==> src/inc/sss_pkg.sv <==
// Package for the shadow set select block: offsets, fields, resets
package sss_pkg;

  // ------------------------------------------------------------
  // Register numbers and selects (coprocessor access)
  // ------------------------------------------------------------
  localparam logic [4:0] SSS_REG_STATUS_GRP = 5'h0C;
  localparam logic [4:0] SSS_REG_CAUSE      = 5'h0D;
  localparam logic [2:0] SSS_SEL_CTRL       = 3'h2;
  localparam logic [2:0] SSS_SEL_MAP_LOW    = 3'h3;
  localparam logic [2:0] SSS_SEL_VIEW       = 3'h4;
  localparam logic [2:0] SSS_SEL_MAP_HIGH   = 3'h5;
  localparam logic [2:0] SSS_SEL_CAUSE      = 3'h0;

  // ------------------------------------------------------------
  // Shadow set control field positions
  // ------------------------------------------------------------
  localparam int SSS_HSS_LSB  = 26;
  localparam int SSS_EXTERNAL_CTRL_SHADOW_SET_LSB = 18;
  localparam int SSS_ESS_LSB  = 12;
  localparam int SSS_PSS_LSB  = 6;
  localparam int SSS_CSS_LSB  = 0;
  localparam int SSS_SET_W    = 4;

  // ------------------------------------------------------------
  // View and cause field positions
  // ------------------------------------------------------------
  localparam int SSS_VIEW_LSB   = 2;
  localparam int SSS_MASK_W     = 10;
  localparam int SSS_PRIO_W     = 8;
  localparam int SSS_BD_BIT     = 31;
  localparam int SSS_DC_BIT     = 27;
  localparam int SSS_IV_BIT     = 23;
  localparam int SSS_WP_BIT     = 22;
  localparam int SSS_PEND_LSB   = 8;
  localparam int SSS_NUM_VEC    = 10;
  localparam int SSS_MAP_LOW_N  = 8;

  // ------------------------------------------------------------
  // Reset values
  // ------------------------------------------------------------
  localparam logic [3:0]  SSS_SET_RST   = 4'h0;
  localparam logic [31:0] SSS_MAP_RST   = 32'h0000_0000;
  localparam logic [1:0]  SSS_MASK_RST  = 2'h0;

  // ------------------------------------------------------------
  // Legal highest-set encodings
  // ------------------------------------------------------------
  localparam logic [3:0] SSS_HSS_ONE     = 4'h0;
  localparam logic [3:0] SSS_HSS_TWO     = 4'h1;
  localparam logic [3:0] SSS_HSS_FOUR    = 4'h3;
  localparam logic [3:0] SSS_HSS_EIGHT   = 4'h7;
  localparam logic [3:0] SSS_HSS_SIXTEEN = 4'hF;

  // Source of new current set on entry
  typedef enum logic [1:0] {
    SSS_SRC_EXC = 2'b00,
    SSS_SRC_MAP = 2'b01,
    SSS_SRC_EXT = 2'b10
  } sss_src_t;

endpackage : sss_pkg

==> src/sss_cause.sv <==
// Exception cause register with writable and read-only split
`timescale 1ns/1ns
module sss_cause
  import sss_pkg::*;
(
  // Clock and reset
  input  wire logic        clk,
  input  wire logic        rst_b,
  // Software write
  input  wire logic        wr_en,
  input  wire logic [31:0] wr_data,
  // Hardware events
  input  wire logic        exc_taken,
  input  wire logic        exc_in_delay_slot,
  input  wire logic        exception_level,
  input  wire logic [5:0]  hw_pending,
  input  wire logic        watch_set,
  // Readback and controls
  output logic      [31:0] cause_value,
  output logic             vector_select,
  output logic             count_disable
);

  logic       bd_q;
  logic [1:0] sw_pend_q;
  logic       dc_q;
  logic       iv_q;
  logic       wp_q;

  // ------------------------------------------------------------
  // Branch delay flag
  // ------------------------------------------------------------
  // RQ24 delay slot record, read only
  always_ff @(posedge clk or negedge rst_b) begin
    if (!rst_b) begin
      bd_q <= 1'b0;
    end else if (exc_taken && !exception_level) begin
      bd_q <= exc_in_delay_slot;
    end
  end

  // ------------------------------------------------------------
  // Writable fields
  // ------------------------------------------------------------
  // RQ22 only these fields and watch pending (below) take writes
  always_ff @(posedge clk or negedge rst_b) begin
    if (!rst_b) begin
      sw_pend_q <= 2'h0;
      dc_q      <= 1'b0;
      iv_q      <= 1'b0;
    end else if (wr_en) begin
      sw_pend_q <= wr_data[SSS_PEND_LSB +: 2];
      dc_q      <= wr_data[SSS_DC_BIT];
      iv_q      <= wr_data[SSS_IV_BIT];
    end
  end

  // Watch pending: hardware set wins over software clear
  always_ff @(posedge clk or negedge rst_b) begin
    if (!rst_b) begin
      wp_q <= 1'b0;
    end else if (watch_set) begin
      wp_q <= 1'b1;
    end else if (wr_en) begin
      wp_q <= wr_data[SSS_WP_BIT];
    end
  end

  // RQ23 pending 7:2 carry requested priority in external mode
  always_comb begin
    cause_value                         = '0;
    cause_value[SSS_BD_BIT]             = bd_q;
    cause_value[SSS_DC_BIT]             = dc_q;
    cause_value[SSS_IV_BIT]             = iv_q;
    cause_value[SSS_WP_BIT]             = wp_q;
    cause_value[SSS_PEND_LSB+2 +: 6]    = hw_pending;
    cause_value[SSS_PEND_LSB +: 2]      = sw_pend_q;
  end

  assign vector_select = iv_q;
  assign count_disable = dc_q;

endmodule : sss_cause

==> src/sss_top.sv <==
// Shadow set selection on exception entry and return
// How it works
// RQ1 - Highest set reads 15 for sixteen sets
// RQ2 - Highest set fixed at build time
// RQ3 - Software never writes sets above highest
// RQ4 - Reserved control bits read zero, ignore writes
// RQ5 - External set loaded per request, else zero
// RQ6 - Exception set field writable, resets zero
// RQ7 - Entry saves current; return restores previous
// RQ8 - No set update at error/exception/bootstrap levels
// RQ9 - Return under error or bootstrap keeps current
// RQ10 - Current set read only, resets zero
// RQ11 - Ordinary exceptions use exception set
// RQ12 - Internal vectored interrupt uses map entry
// RQ13 - External vectored interrupt uses external set
// RQ14 - Maps ignored when select or spacing zero
// RQ15 - Low map holds vectors seven to zero
// RQ16 - High map holds vectors nine, eight
// RQ17 - Map access unpredictable with one set
// RQ18 - Many vectors may share one set
// RQ19 - View shows mask outside external mode
// RQ20 - View shows packed priority in external mode
// RQ21 - View shares storage with status field
// RQ22 - Only listed cause fields are writable
// RQ23 - Pending bits mean priority in external mode
// RQ24 - Cause bit 31 records delay slot
// RQ25 - Current set drives register bank select
`timescale 1ns/1ns
module sss_top
  import sss_pkg::*;
#(
  parameter logic [3:0] HIGHEST_SET = SSS_HSS_SIXTEEN,
  parameter bit          HAS_VINT   = 1'b1
) (
  // Clock and reset
  input  wire logic        clk,
  input  wire logic        rst_b,
  // Coprocessor register access
  input  wire logic        cp_wr,
  input  wire logic        cp_rd,
  input  wire logic [4:0]  cp_reg,
  input  wire logic [2:0]  cp_sel,
  input  wire logic [31:0] cp_wdata,
  output logic      [31:0] cp_rdata,
  // Processor state
  input  wire logic        exception_level,
  input  wire logic        error_level,
  input  wire logic        bootstrap_vectors,
  input  wire logic        external_ctrl_mode,
  input  wire logic [4:0]  vector_spacing,
  // Status register mask field path
  input  wire logic        status_mask_wr,
  input  wire logic [9:0]  status_mask_wdata,
  output logic      [9:0]  interrupt_mask,
  // Exception events
  input  wire logic        exc_taken,
  input  wire logic        exc_is_interrupt,
  input  wire logic        exc_sets_error,
  input  wire logic        debug_entry,
  input  wire logic        exc_in_delay_slot,
  input  wire logic        exception_return,
  input  wire logic [3:0]  vector_number,
  // External controller
  input  wire logic        ext_int_req,
  input  wire logic [3:0]  ext_int_set,
  input  wire logic [5:0]  hw_pending,
  input  wire logic        watch_set,
  // Register file bank and cause controls
  output logic      [3:0]  register_bank,
  output logic             count_disable
);

  logic        rst_s1_q;
  logic        rst_s2_q;
  logic        rst_i_b;
  logic [3:0]  ess_q;
  logic [3:0]  external_ctrl_shadow_set_q;
  logic [3:0]  pss_q;
  logic [3:0]  css_q;
  logic [9:0]  mask_q;
  logic [31:0] ctrl_value;
  logic [31:0] view_value;
  logic [31:0] map_low;
  logic [31:0] map_high;
  logic [31:0] cause_value;
  logic [3:0]  map_set;
  logic        vector_select;
  logic        wr_ctrl;
  logic        wr_view;
  logic        wr_map_lo;
  logic        wr_map_hi;
  logic        wr_cause;
  logic        entry_ok;
  logic        entry_q;
  sss_src_t    src_q;

  // ------------------------------------------------------------
  // Reset release
  // ------------------------------------------------------------
  always_ff @(posedge clk or negedge rst_b) begin
    if (!rst_b) begin
      rst_s1_q <= 1'b0;
      rst_s2_q <= 1'b0;
    end else begin
      rst_s1_q <= 1'b1;
      rst_s2_q <= rst_s1_q;
    end
  end
  assign rst_i_b = rst_s2_q;

  // ------------------------------------------------------------
  // Address decode
  // ------------------------------------------------------------
  function automatic logic hit(input logic [4:0] r, input logic [2:0] s,
                               input logic [4:0] rr, input logic [2:0] ss);
    hit = (r == rr) && (s == ss);
  endfunction : hit

  assign wr_ctrl   = cp_wr && hit(cp_reg, cp_sel, SSS_REG_STATUS_GRP, SSS_SEL_CTRL);
  assign wr_view   = cp_wr && hit(cp_reg, cp_sel, SSS_REG_STATUS_GRP, SSS_SEL_VIEW);
  // RQ17 map access only meaningful with shadow sets
  assign wr_map_lo = cp_wr && (HIGHEST_SET != SSS_HSS_ONE)
                     && hit(cp_reg, cp_sel, SSS_REG_STATUS_GRP, SSS_SEL_MAP_LOW);
  assign wr_map_hi = cp_wr && (HIGHEST_SET != SSS_HSS_ONE)
                     && hit(cp_reg, cp_sel, SSS_REG_STATUS_GRP, SSS_SEL_MAP_HIGH);
  assign wr_cause  = cp_wr && hit(cp_reg, cp_sel, SSS_REG_CAUSE, SSS_SEL_CAUSE);

  // RQ8 entry allowed only at normal levels
  assign entry_ok = exc_taken && !exc_sets_error && !debug_entry
                    && !exception_level && !error_level && !bootstrap_vectors;

  // ------------------------------------------------------------
  // Exception set field
  // ------------------------------------------------------------
  // RQ6 writable, resets zero
  always_ff @(posedge clk or negedge rst_i_b) begin
    if (!rst_i_b) begin
      ess_q <= SSS_SET_RST;
    end else if (wr_ctrl) begin
      ess_q <= cp_wdata[SSS_ESS_LSB +: SSS_SET_W];
    end
  end

  // ------------------------------------------------------------
  // External controller set
  // ------------------------------------------------------------
  // RQ5 load per request in external mode
  always_ff @(posedge clk or negedge rst_i_b) begin
    if (!rst_i_b) begin
      external_ctrl_shadow_set_q <= SSS_SET_RST;
    end else if (!external_ctrl_mode) begin
      external_ctrl_shadow_set_q <= SSS_SET_RST;
    end else if (ext_int_req) begin
      external_ctrl_shadow_set_q <= ext_int_set;
    end
  end

  // ------------------------------------------------------------
  // Source selection, captured at entry
  // ------------------------------------------------------------
  always_ff @(posedge clk or negedge rst_i_b) begin
    if (!rst_i_b) begin
      src_q   <= SSS_SRC_EXC;
      entry_q <= 1'b0;
    end else begin
      entry_q <= entry_ok;
      // RQ11 RQ14 default from exception set
      src_q   <= SSS_SRC_EXC;
      if (exc_is_interrupt && vector_select) begin
        // RQ13 external controller set
        if (external_ctrl_mode) begin
          src_q <= SSS_SRC_EXT;
        // RQ12 internal vector map
        end else if (HAS_VINT && vector_spacing != 5'h00) begin
          src_q <= SSS_SRC_MAP;
        end
      end
    end
  end

  // ------------------------------------------------------------
  // Previous and current set
  // ------------------------------------------------------------
  // RQ7 save current on entry, software may write previous
  always_ff @(posedge clk or negedge rst_i_b) begin
    if (!rst_i_b) begin
      pss_q <= SSS_SET_RST;
    end else if (entry_ok) begin
      pss_q <= css_q;
    end else if (wr_ctrl) begin
      pss_q <= cp_wdata[SSS_PSS_LSB +: SSS_SET_W];
    end
  end

  // RQ10 read only, updated by hardware only
  always_ff @(posedge clk or negedge rst_i_b) begin
    if (!rst_i_b) begin
      css_q <= SSS_SET_RST;
    end else if (entry_q) begin
      case (src_q)
        SSS_SRC_EXC: css_q <= ess_q;
        SSS_SRC_MAP: css_q <= map_set;
        SSS_SRC_EXT: css_q <= external_ctrl_shadow_set_q;
        default:     css_q <= ess_q;
      endcase
    // RQ9 return restores only when error level and bootstrap vectors are both clear
    end else if (exception_return && !error_level && !bootstrap_vectors) begin
      css_q <= pss_q;
    end
  end

  // RQ25 bank select follows current set
  assign register_bank = css_q;

  // ------------------------------------------------------------
  // Mask and priority storage
  // ------------------------------------------------------------
  // RQ21 single storage for both paths
  always_ff @(posedge clk or negedge rst_i_b) begin
    if (!rst_i_b) begin
      mask_q <= '0;
    end else if (wr_view) begin
      if (external_ctrl_mode) begin
        mask_q[SSS_VIEW_LSB +: SSS_PRIO_W] <= cp_wdata[SSS_VIEW_LSB +: SSS_PRIO_W];
      end else begin
        mask_q <= cp_wdata[SSS_MASK_W-1:0];
      end
    end else if (status_mask_wr) begin
      mask_q <= status_mask_wdata;
    end
  end
  assign interrupt_mask = mask_q;

  // RQ19 RQ20 view layout depends on mode
  always_comb begin
    view_value = '0;
    if (external_ctrl_mode) begin
      view_value[SSS_VIEW_LSB +: SSS_PRIO_W] = mask_q[SSS_VIEW_LSB +: SSS_PRIO_W];
    end else begin
      view_value[SSS_MASK_W-1:0] = mask_q;
    end
  end

  // ------------------------------------------------------------
  // Control register readback
  // ------------------------------------------------------------
  // RQ1 RQ2 RQ4 fixed highest set, reserved bits zero
  always_comb begin
    ctrl_value = '0;
    ctrl_value[SSS_HSS_LSB +: SSS_SET_W]   = HIGHEST_SET;
    ctrl_value[SSS_EXTERNAL_CTRL_SHADOW_SET_LSB +: SSS_SET_W] = external_ctrl_shadow_set_q;
    ctrl_value[SSS_ESS_LSB +: SSS_SET_W]   = ess_q;
    ctrl_value[SSS_PSS_LSB +: SSS_SET_W]   = pss_q;
    ctrl_value[SSS_CSS_LSB +: SSS_SET_W]   = css_q;
  end

  // Read data register
  always_ff @(posedge clk or negedge rst_i_b) begin
    if (!rst_i_b) begin
      cp_rdata <= '0;
    end else if (cp_rd) begin
      cp_rdata <= '0;
      if (cp_reg == SSS_REG_CAUSE && cp_sel == SSS_SEL_CAUSE) begin
        cp_rdata <= cause_value;
      end else if (cp_reg == SSS_REG_STATUS_GRP) begin
        case (cp_sel)
          SSS_SEL_CTRL:     cp_rdata <= ctrl_value;
          SSS_SEL_MAP_LOW:  cp_rdata <= map_low;
          SSS_SEL_VIEW:     cp_rdata <= view_value;
          SSS_SEL_MAP_HIGH: cp_rdata <= map_high;
          default:          cp_rdata <= '0;
        endcase
      end
    end
  end

  // ------------------------------------------------------------
  // Sub-blocks
  // ------------------------------------------------------------
  sss_vec_map #(
    .NUM_VEC (SSS_NUM_VEC)
  ) u_map (
    .clk           (clk),
    .rst_b         (rst_i_b),
    .wr_low        (wr_map_lo),
    .wr_high       (wr_map_hi),
    .wr_data       (cp_wdata),
    .vector_number (vector_number),
    .lookup_set    (map_set),
    .map_low       (map_low),
    .map_high      (map_high)
  );

  sss_cause u_cause (
    .clk               (clk),
    .rst_b             (rst_i_b),
    .wr_en             (wr_cause),
    .wr_data           (cp_wdata),
    .exc_taken         (exc_taken),
    .exc_in_delay_slot (exc_in_delay_slot),
    .exception_level   (exception_level),
    .hw_pending        (hw_pending),
    .watch_set         (watch_set),
    .cause_value       (cause_value),
    .vector_select     (vector_select),
    .count_disable     (count_disable)
  );

  // ------------------------------------------------------------
  // Checks
  // ------------------------------------------------------------
  // RQ7 previous set takes current
  a_prev_saves_cur: assert property (@(posedge clk) disable iff (!rst_i_b)
    entry_ok |=> pss_q == $past(css_q)) else $error("previous set not saved");
  // RQ8 blocked entry keeps sets
  a_blocked_entry: assert property (@(posedge clk) disable iff (!rst_i_b)
    (exc_taken && !entry_ok && !exception_return && !entry_q && !wr_ctrl)
      |=> $stable(pss_q) && $stable(css_q)) else $error("set changed at raised level");
  // RQ9 return under error keeps current
  a_return_kept: assert property (@(posedge clk) disable iff (!rst_i_b)
    (exception_return && (error_level || bootstrap_vectors) && !entry_q)
      |=> $stable(css_q)) else $error("current changed on blocked return");
  // RQ7 return restores previous
  a_return_restore: assert property (@(posedge clk) disable iff (!rst_i_b)
    (exception_return && !error_level && !bootstrap_vectors && !entry_q)
      |=> css_q == $past(pss_q)) else $error("return did not restore");
  // RQ11 exception entry uses exception set
  a_exc_uses_ess: assert property (@(posedge clk) disable iff (!rst_i_b)
    (entry_ok && !exc_is_interrupt && !wr_ctrl) ##1 1'b1 |=> css_q == $past(ess_q, 2))
    else $error("exception entry set wrong");
  // RQ4 reserved control bits zero
  a_ctrl_reserved: assert property (@(posedge clk) disable iff (!rst_i_b)
    (ctrl_value[31:30] == 2'h0) && (ctrl_value[25:22] == 4'h0) && (ctrl_value[17:16] == 2'h0)
      && (ctrl_value[11:10] == 2'h0) && (ctrl_value[5:4] == 2'h0)) else $error("reserved bit set");
  // RQ5 external set zero outside external mode
  a_ext_set_zero: assert property (@(posedge clk) disable iff (!rst_i_b)
    !external_ctrl_mode |=> external_ctrl_shadow_set_q == 4'h0) else $error("external set not zero");
  // RQ20 view bits outside priority zero
  a_view_zero: assert property (@(posedge clk) disable iff (!rst_i_b)
    external_ctrl_mode |-> view_value[31:10] == '0 && view_value[1:0] == 2'h0)
    else $error("view stray bits");
  // RQ25 bank follows mapped set on entry
  a_bank_follows: assert property (@(posedge clk) disable iff (!rst_i_b)
    (entry_q && src_q == SSS_SRC_MAP) |=> register_bank == $past(map_set)) else $error("bank mismatch");

  c_exc_entry: cover property (@(posedge clk) disable iff (!rst_i_b) entry_ok && !exc_is_interrupt);
  c_map_entry: cover property (@(posedge clk) disable iff (!rst_i_b) entry_q && src_q == SSS_SRC_MAP);
  c_ext_entry: cover property (@(posedge clk) disable iff (!rst_i_b) entry_q && src_q == SSS_SRC_EXT);
  c_return:    cover property (@(posedge clk) disable iff (!rst_i_b) exception_return && !error_level);

endmodule : sss_top

==> src/sss_vec_map.sv <==
// Per-vector shadow set map storage with registered lookup
`timescale 1ns/1ns
module sss_vec_map
  import sss_pkg::*;
#(
  parameter int NUM_VEC = SSS_NUM_VEC
) (
  // Clock and reset
  input  wire logic        clk,
  input  wire logic        rst_b,
  // Software write
  input  wire logic        wr_low,
  input  wire logic        wr_high,
  input  wire logic [31:0] wr_data,
  // Lookup
  input  wire logic [3:0]  vector_number,
  output logic      [3:0]  lookup_set,
  // Readback
  output logic      [31:0] map_low,
  output logic      [31:0] map_high
);

  logic [3:0] vec_set_q [NUM_VEC];

  // ------------------------------------------------------------
  // Storage
  // ------------------------------------------------------------
  // RQ15 RQ16 writable fields
  genvar gi;
  generate
    for (gi = 0; gi < NUM_VEC; gi++) begin : g_vec
      always_ff @(posedge clk or negedge rst_b) begin
        if (!rst_b) begin
          vec_set_q[gi] <= SSS_SET_RST;
        end else if (gi < SSS_MAP_LOW_N && wr_low) begin
          vec_set_q[gi] <= wr_data[(gi % SSS_MAP_LOW_N)*SSS_SET_W +: SSS_SET_W];
        end else if (gi >= SSS_MAP_LOW_N && wr_high) begin
          vec_set_q[gi] <= wr_data[(gi % SSS_MAP_LOW_N)*SSS_SET_W +: SSS_SET_W];
        end
      end
      if (gi < SSS_MAP_LOW_N) begin : g_lo
        assign map_low[gi*SSS_SET_W +: SSS_SET_W] = vec_set_q[gi];
      end else begin : g_hi
        assign map_high[(gi-SSS_MAP_LOW_N)*SSS_SET_W +: SSS_SET_W] = vec_set_q[gi];
      end
    end
  endgenerate

  // RQ16 upper bits zero
  assign map_high[31:(NUM_VEC-SSS_MAP_LOW_N)*SSS_SET_W] = '0;

  // ------------------------------------------------------------
  // Registered lookup
  // ------------------------------------------------------------
  // RQ18 many vectors may share one set
  always_ff @(posedge clk or negedge rst_b) begin
    if (!rst_b) begin
      lookup_set <= SSS_SET_RST;
    end else if (int'(vector_number) < NUM_VEC) begin
      lookup_set <= vec_set_q[vector_number];
    end else begin
      lookup_set <= SSS_SET_RST;
    end
  end

endmodule : sss_vec_map
==> config.mk <==
export PLATFORM = sky130hd
export DESIGN_NAME = sss_top
export DESIGN_NICKNAME = d
export VERILOG_FILES = /design/src/inc/sss_pkg.sv /design/src/sss_cause.sv /design/src/sss_top.sv /design/src/sss_vec_map.sv
export SDC_FILE = /design/constraint.sdc
export NUM_CORES = 1
export LEC_CHECK = 0
export ABC_CLOCK_PERIOD_IN_PS = 4050
export BUFFER_PORTS_ARGS = -buffer_cell sky130_fd_sc_hd__buf_2
export CORE_AREA = 5 5 144 146
export CTS_BUF_LIST = sky130_fd_sc_hd__clkbuf_4
export CTS_CLUSTER_DIAMETER = 40
export DETAILED_ROUTE_END_ITERATION = 12
export DIE_AREA = 0 0 149 151
export SYNTH_ARGS = -nofsm -noshare
export SYNTH_HDL_FRONTEND = slang
export SYNTH_SLANG_ARGS = --single-unit
==> constraint.sdc <==
create_clock -name clk -period 4.05 [get_ports clk]
set_input_delay 0.2025 -clock clk [delete_from_list [all_inputs] [get_ports clk]]
set_output_delay 0.2025 -clock clk [all_outputs]
set_load 0.02 [all_outputs]
==> reports/results.ini <==
[pwr]
p_switching_w = 0.000674
p_int_w = 0.00176
switching_share_pct = 27.7
p_leak_nw = 3.43
vdd_drop_max_v = 0.000158
p_total_w = 0.00243
combPwrFrac_pct = 15.3
power_frac_clock_pct = 32.5
power_density_nw_per_um2 = 333
sequentialPowerShare_pct = 52.2

[logic_synthesis]
ys.flop_type = dfrtp_1
synth_cells = 482
yosysUniqueCellTypes = 45
ys_async_sr_fraction_pct = 100
yosysWarnings = 0
avgSynthCellArea_um2 = 11.3
synth_edf_count = 0
yosysSeqAreaShare_pct = 51.8
synth_fp_nets = 570
syn_area_um2 = 5460
synth_seq_cells = 113

[timing]
setup_viol = 0
rsz0062_at_grt = false
min_period_ns = 2.17
fin_crit_sh_pct = 53.6
max-slew-margin-rel_pct = 30.7
fin_ws_ns = 1.88
fmax_mhz = 461
tightest_slew_ns = 1.04
slew_violations = 0
finalSetupTns_ns = 0
fin_skew_ns = 0.00922
hold_ws_ns = 0.128
hold_viol = 0

[critical_path]
critPathLaunch = cp_sel[0]
crit_path_frequent_cell = nor2_1
cp.arrival_ns = 2.58
worst_r2r_startpoint = u_map.map_low[28]
path_max_fanout = 35
crit_path_start_kind = input pin
cp.required_ns = 4.46
crit_slowest_cell = nand4_1
crit_path_cell_trace = buf_2, nor2_1, nand4_1, nor2_1, a21oi_1, dlygate4sd3_1
max_stage_delay_ns = 0.71
end_kind = register
crit_type = input pin to register

[clocking]
ctsResizeCount = 0
cts_setup_buffers = 0
insertion_delay_ns = 0.53
cts_buffer_depth = 2
path_clk_slew_ns = 0.09
cts_root_buf = clkbuf_4
cts_tree = done
cts_buffers = 17
cts_sinks = 113
cts_htree_levels = 4

[floorplan]
die_h_um = 151
start_util_pct = 28.3
core_um2 = 19300
rows = 51
dieArea_um2 = 22500
die_x_um = 149
ios = 133

[grt]
grt_pass1_vias = 4548
grt_usage_pct = 15.0
antenna_found_initial = 0
grt_overflow_total = 0
grt_max_degree = 68
grt_pass1_wl_um = 25600

[route]
wl_per_cell_um = 17.2
vias = 4402
drtIter0Drc = 268
drc = 0
drt-pass1-iter-count = 4
ant_nets = 0
routed_via_density = 4.61
wl_um = 16500

[layout]
final_nets = 766
drive_gt1_share_pct = 34.3
layout_commonest_cell = buf_2
syn2layout_area_growth_pct = 33.8
fin_cells = 955
fillers = 1986
antenna_cells = 0
final_cell_mix = buf_2 (132), dfrtp_1 (112), dlygate4sd3_1 (71)

[worst_hold_path]
min-delay-start = exception_return
hp-class = input pin to register

[placement]
numPortBuffers = 132
place_congestion = 0.853
place_inst = 853
place_ws_ns = 1.72
place_hpwl_um = 12000

[flow_run]
max-cap-violations = 0

[run_status]
outcome = complete, no violations

## synth_stat cells (2+ instances only)
| cell | n | area (µm²) |
|---|---|---|
| a21oi_1 | 25 | 125 |
| a22oi_1 | 13 | 97.6 |
| a31oi_1 | 7 | 43.8 |
| a32oi_1 | 2 | 17.5 |
| and3_1 | 3 | 18.8 |
| buf_1 | 3 | 11.3 |
| buf_2 | 8 | 40.0 |
| buf_4 | 4 | 30.0 |
| clkbuf_1 | 12 | 45.0 |
| clkbuf_2 | 2 | 10.0 |
| dfrtp_1 | 113 | 2830 |
| ha_1 | 2 | 25.0 |
| inv_1 | 26 | 97.6 |
| mux2_2 | 62 | 698 |
| mux2i_1 | 40 | 400 |
| mux4_2 | 5 | 113 |
| nand2_1 | 14 | 52.6 |
| nand2b_1 | 8 | 50.1 |
| nand3_1 | 21 | 105 |
| nand3b_1 | 2 | 15.0 |
| nand4b_1 | 2 | 17.5 |
| nor2_1 | 38 | 143 |
| nor2b_1 | 7 | 43.8 |
| nor3_1 | 3 | 15.0 |
| o21a_1 | 2 | 15.0 |
| o21ai_0 | 27 | 135 |
| o22a_1 | 2 | 17.5 |
| o22ai_1 | 9 | 56.3 |
| o2bb2ai_1 | 4 | 35.0 |
## state kept, by name (all words and copies together), names as in the netlist, 2 cells and up
signal                      cells
register_bank                   4
interrupt_mask                 10
external_ctrl_shadow_set_q      4
u_cause.sw_pend_q               2
u_map.lookup_set                4
u_map.map_high                  8
ess_q                           4
src_q                           2
u_map.map_low                  32
cp_rdata                       32
pss_q                           4
## metrics by stage
stage | cell area [µm²] | utilization [%]
after floorplan | 5460 | -
after global placement | 6340 | 32.9
after detailed placement | 6340 | 32.9
after CTS | 7300 | 37.9
after global routing | 7300 | 37.9
final | 7300 | 37.9
## cells by family (layout without fill, tap and decap cells)
family	count (synthesis)	count (layout)	synth area share (%)
muxes	107	107	22.2
buffers and inverters	56	264	4.49
AOI/OAI and AO/OA	95	95	10.6
DFF	113	113	51.8
adders and majority gates	2	2	0.458
and+or+nand+nor	108	108	10.4
other	1	1	0.0687
## worst paths after layout
| path | endpoint | slack [ns] | depth (start not counted) |
|---|---|---|---|
| worst min register to register | rst_i_b | 0.36 | 0 |
| worst max register to register | u_map.lookup_set[0] | 2.24 | 4 |
| worst min-delay path | register_bank[2] | 0.13 | 3 |
| max in group asynchronous | cp_rdata[8] | 2.71 | 1 |
| min in group asynchronous | cp_rdata[31] | 0.46 | 0 |
| worst max-delay path | interrupt_mask[9] | 1.88 | 6 |
## what timing repair did
item                                   4_1_cts  5_1_grt
setup endpoints to repair                    0        0
hold buffers                                71        0
endpoints found under the hold margin       80        0
## layer usage
metal  up-vias  part of all wire (%)  track usage (%)
met5         -                     0                0
met4         0                   1.2             4.12
met3        15                   4.5             4.19
met2       107                    48             24.5
met1      2153                    46             19.5
li1       2127                     -                -
## cell type report
cell class	count	area, µm²	share of cell area, %
clock buffer	21	158	2.16
clock inverter	10	93.8	1.29
inverter	26	97.6	1.34
multi-input combinational	313	2390	32.7
sequential	113	2830	38.8
tap	265	332	4.54
timing repair buffer	207	1400	19.2
## power groups by stage
stage,logic (W),registers [W],clock network [W]
finish,0.000372,0.00127,0.000791
global route,0.000405,0.00128,0.000871
CTS,0.000375,0.00127,0.000824
detailed placement,0.000316,0.00130,0
global placement,0.000314,0.00129,0
floorplan,0.000160,0.00131,0
## critical path: cells and delay by family
kind                   cells  cell delay (ns)
AOI/OAI and AO/OA          1             0.06
buffers and inverters      2             0.97
and+or+nand+nor            3             1.33
Power figures use the tool's default switching activity.
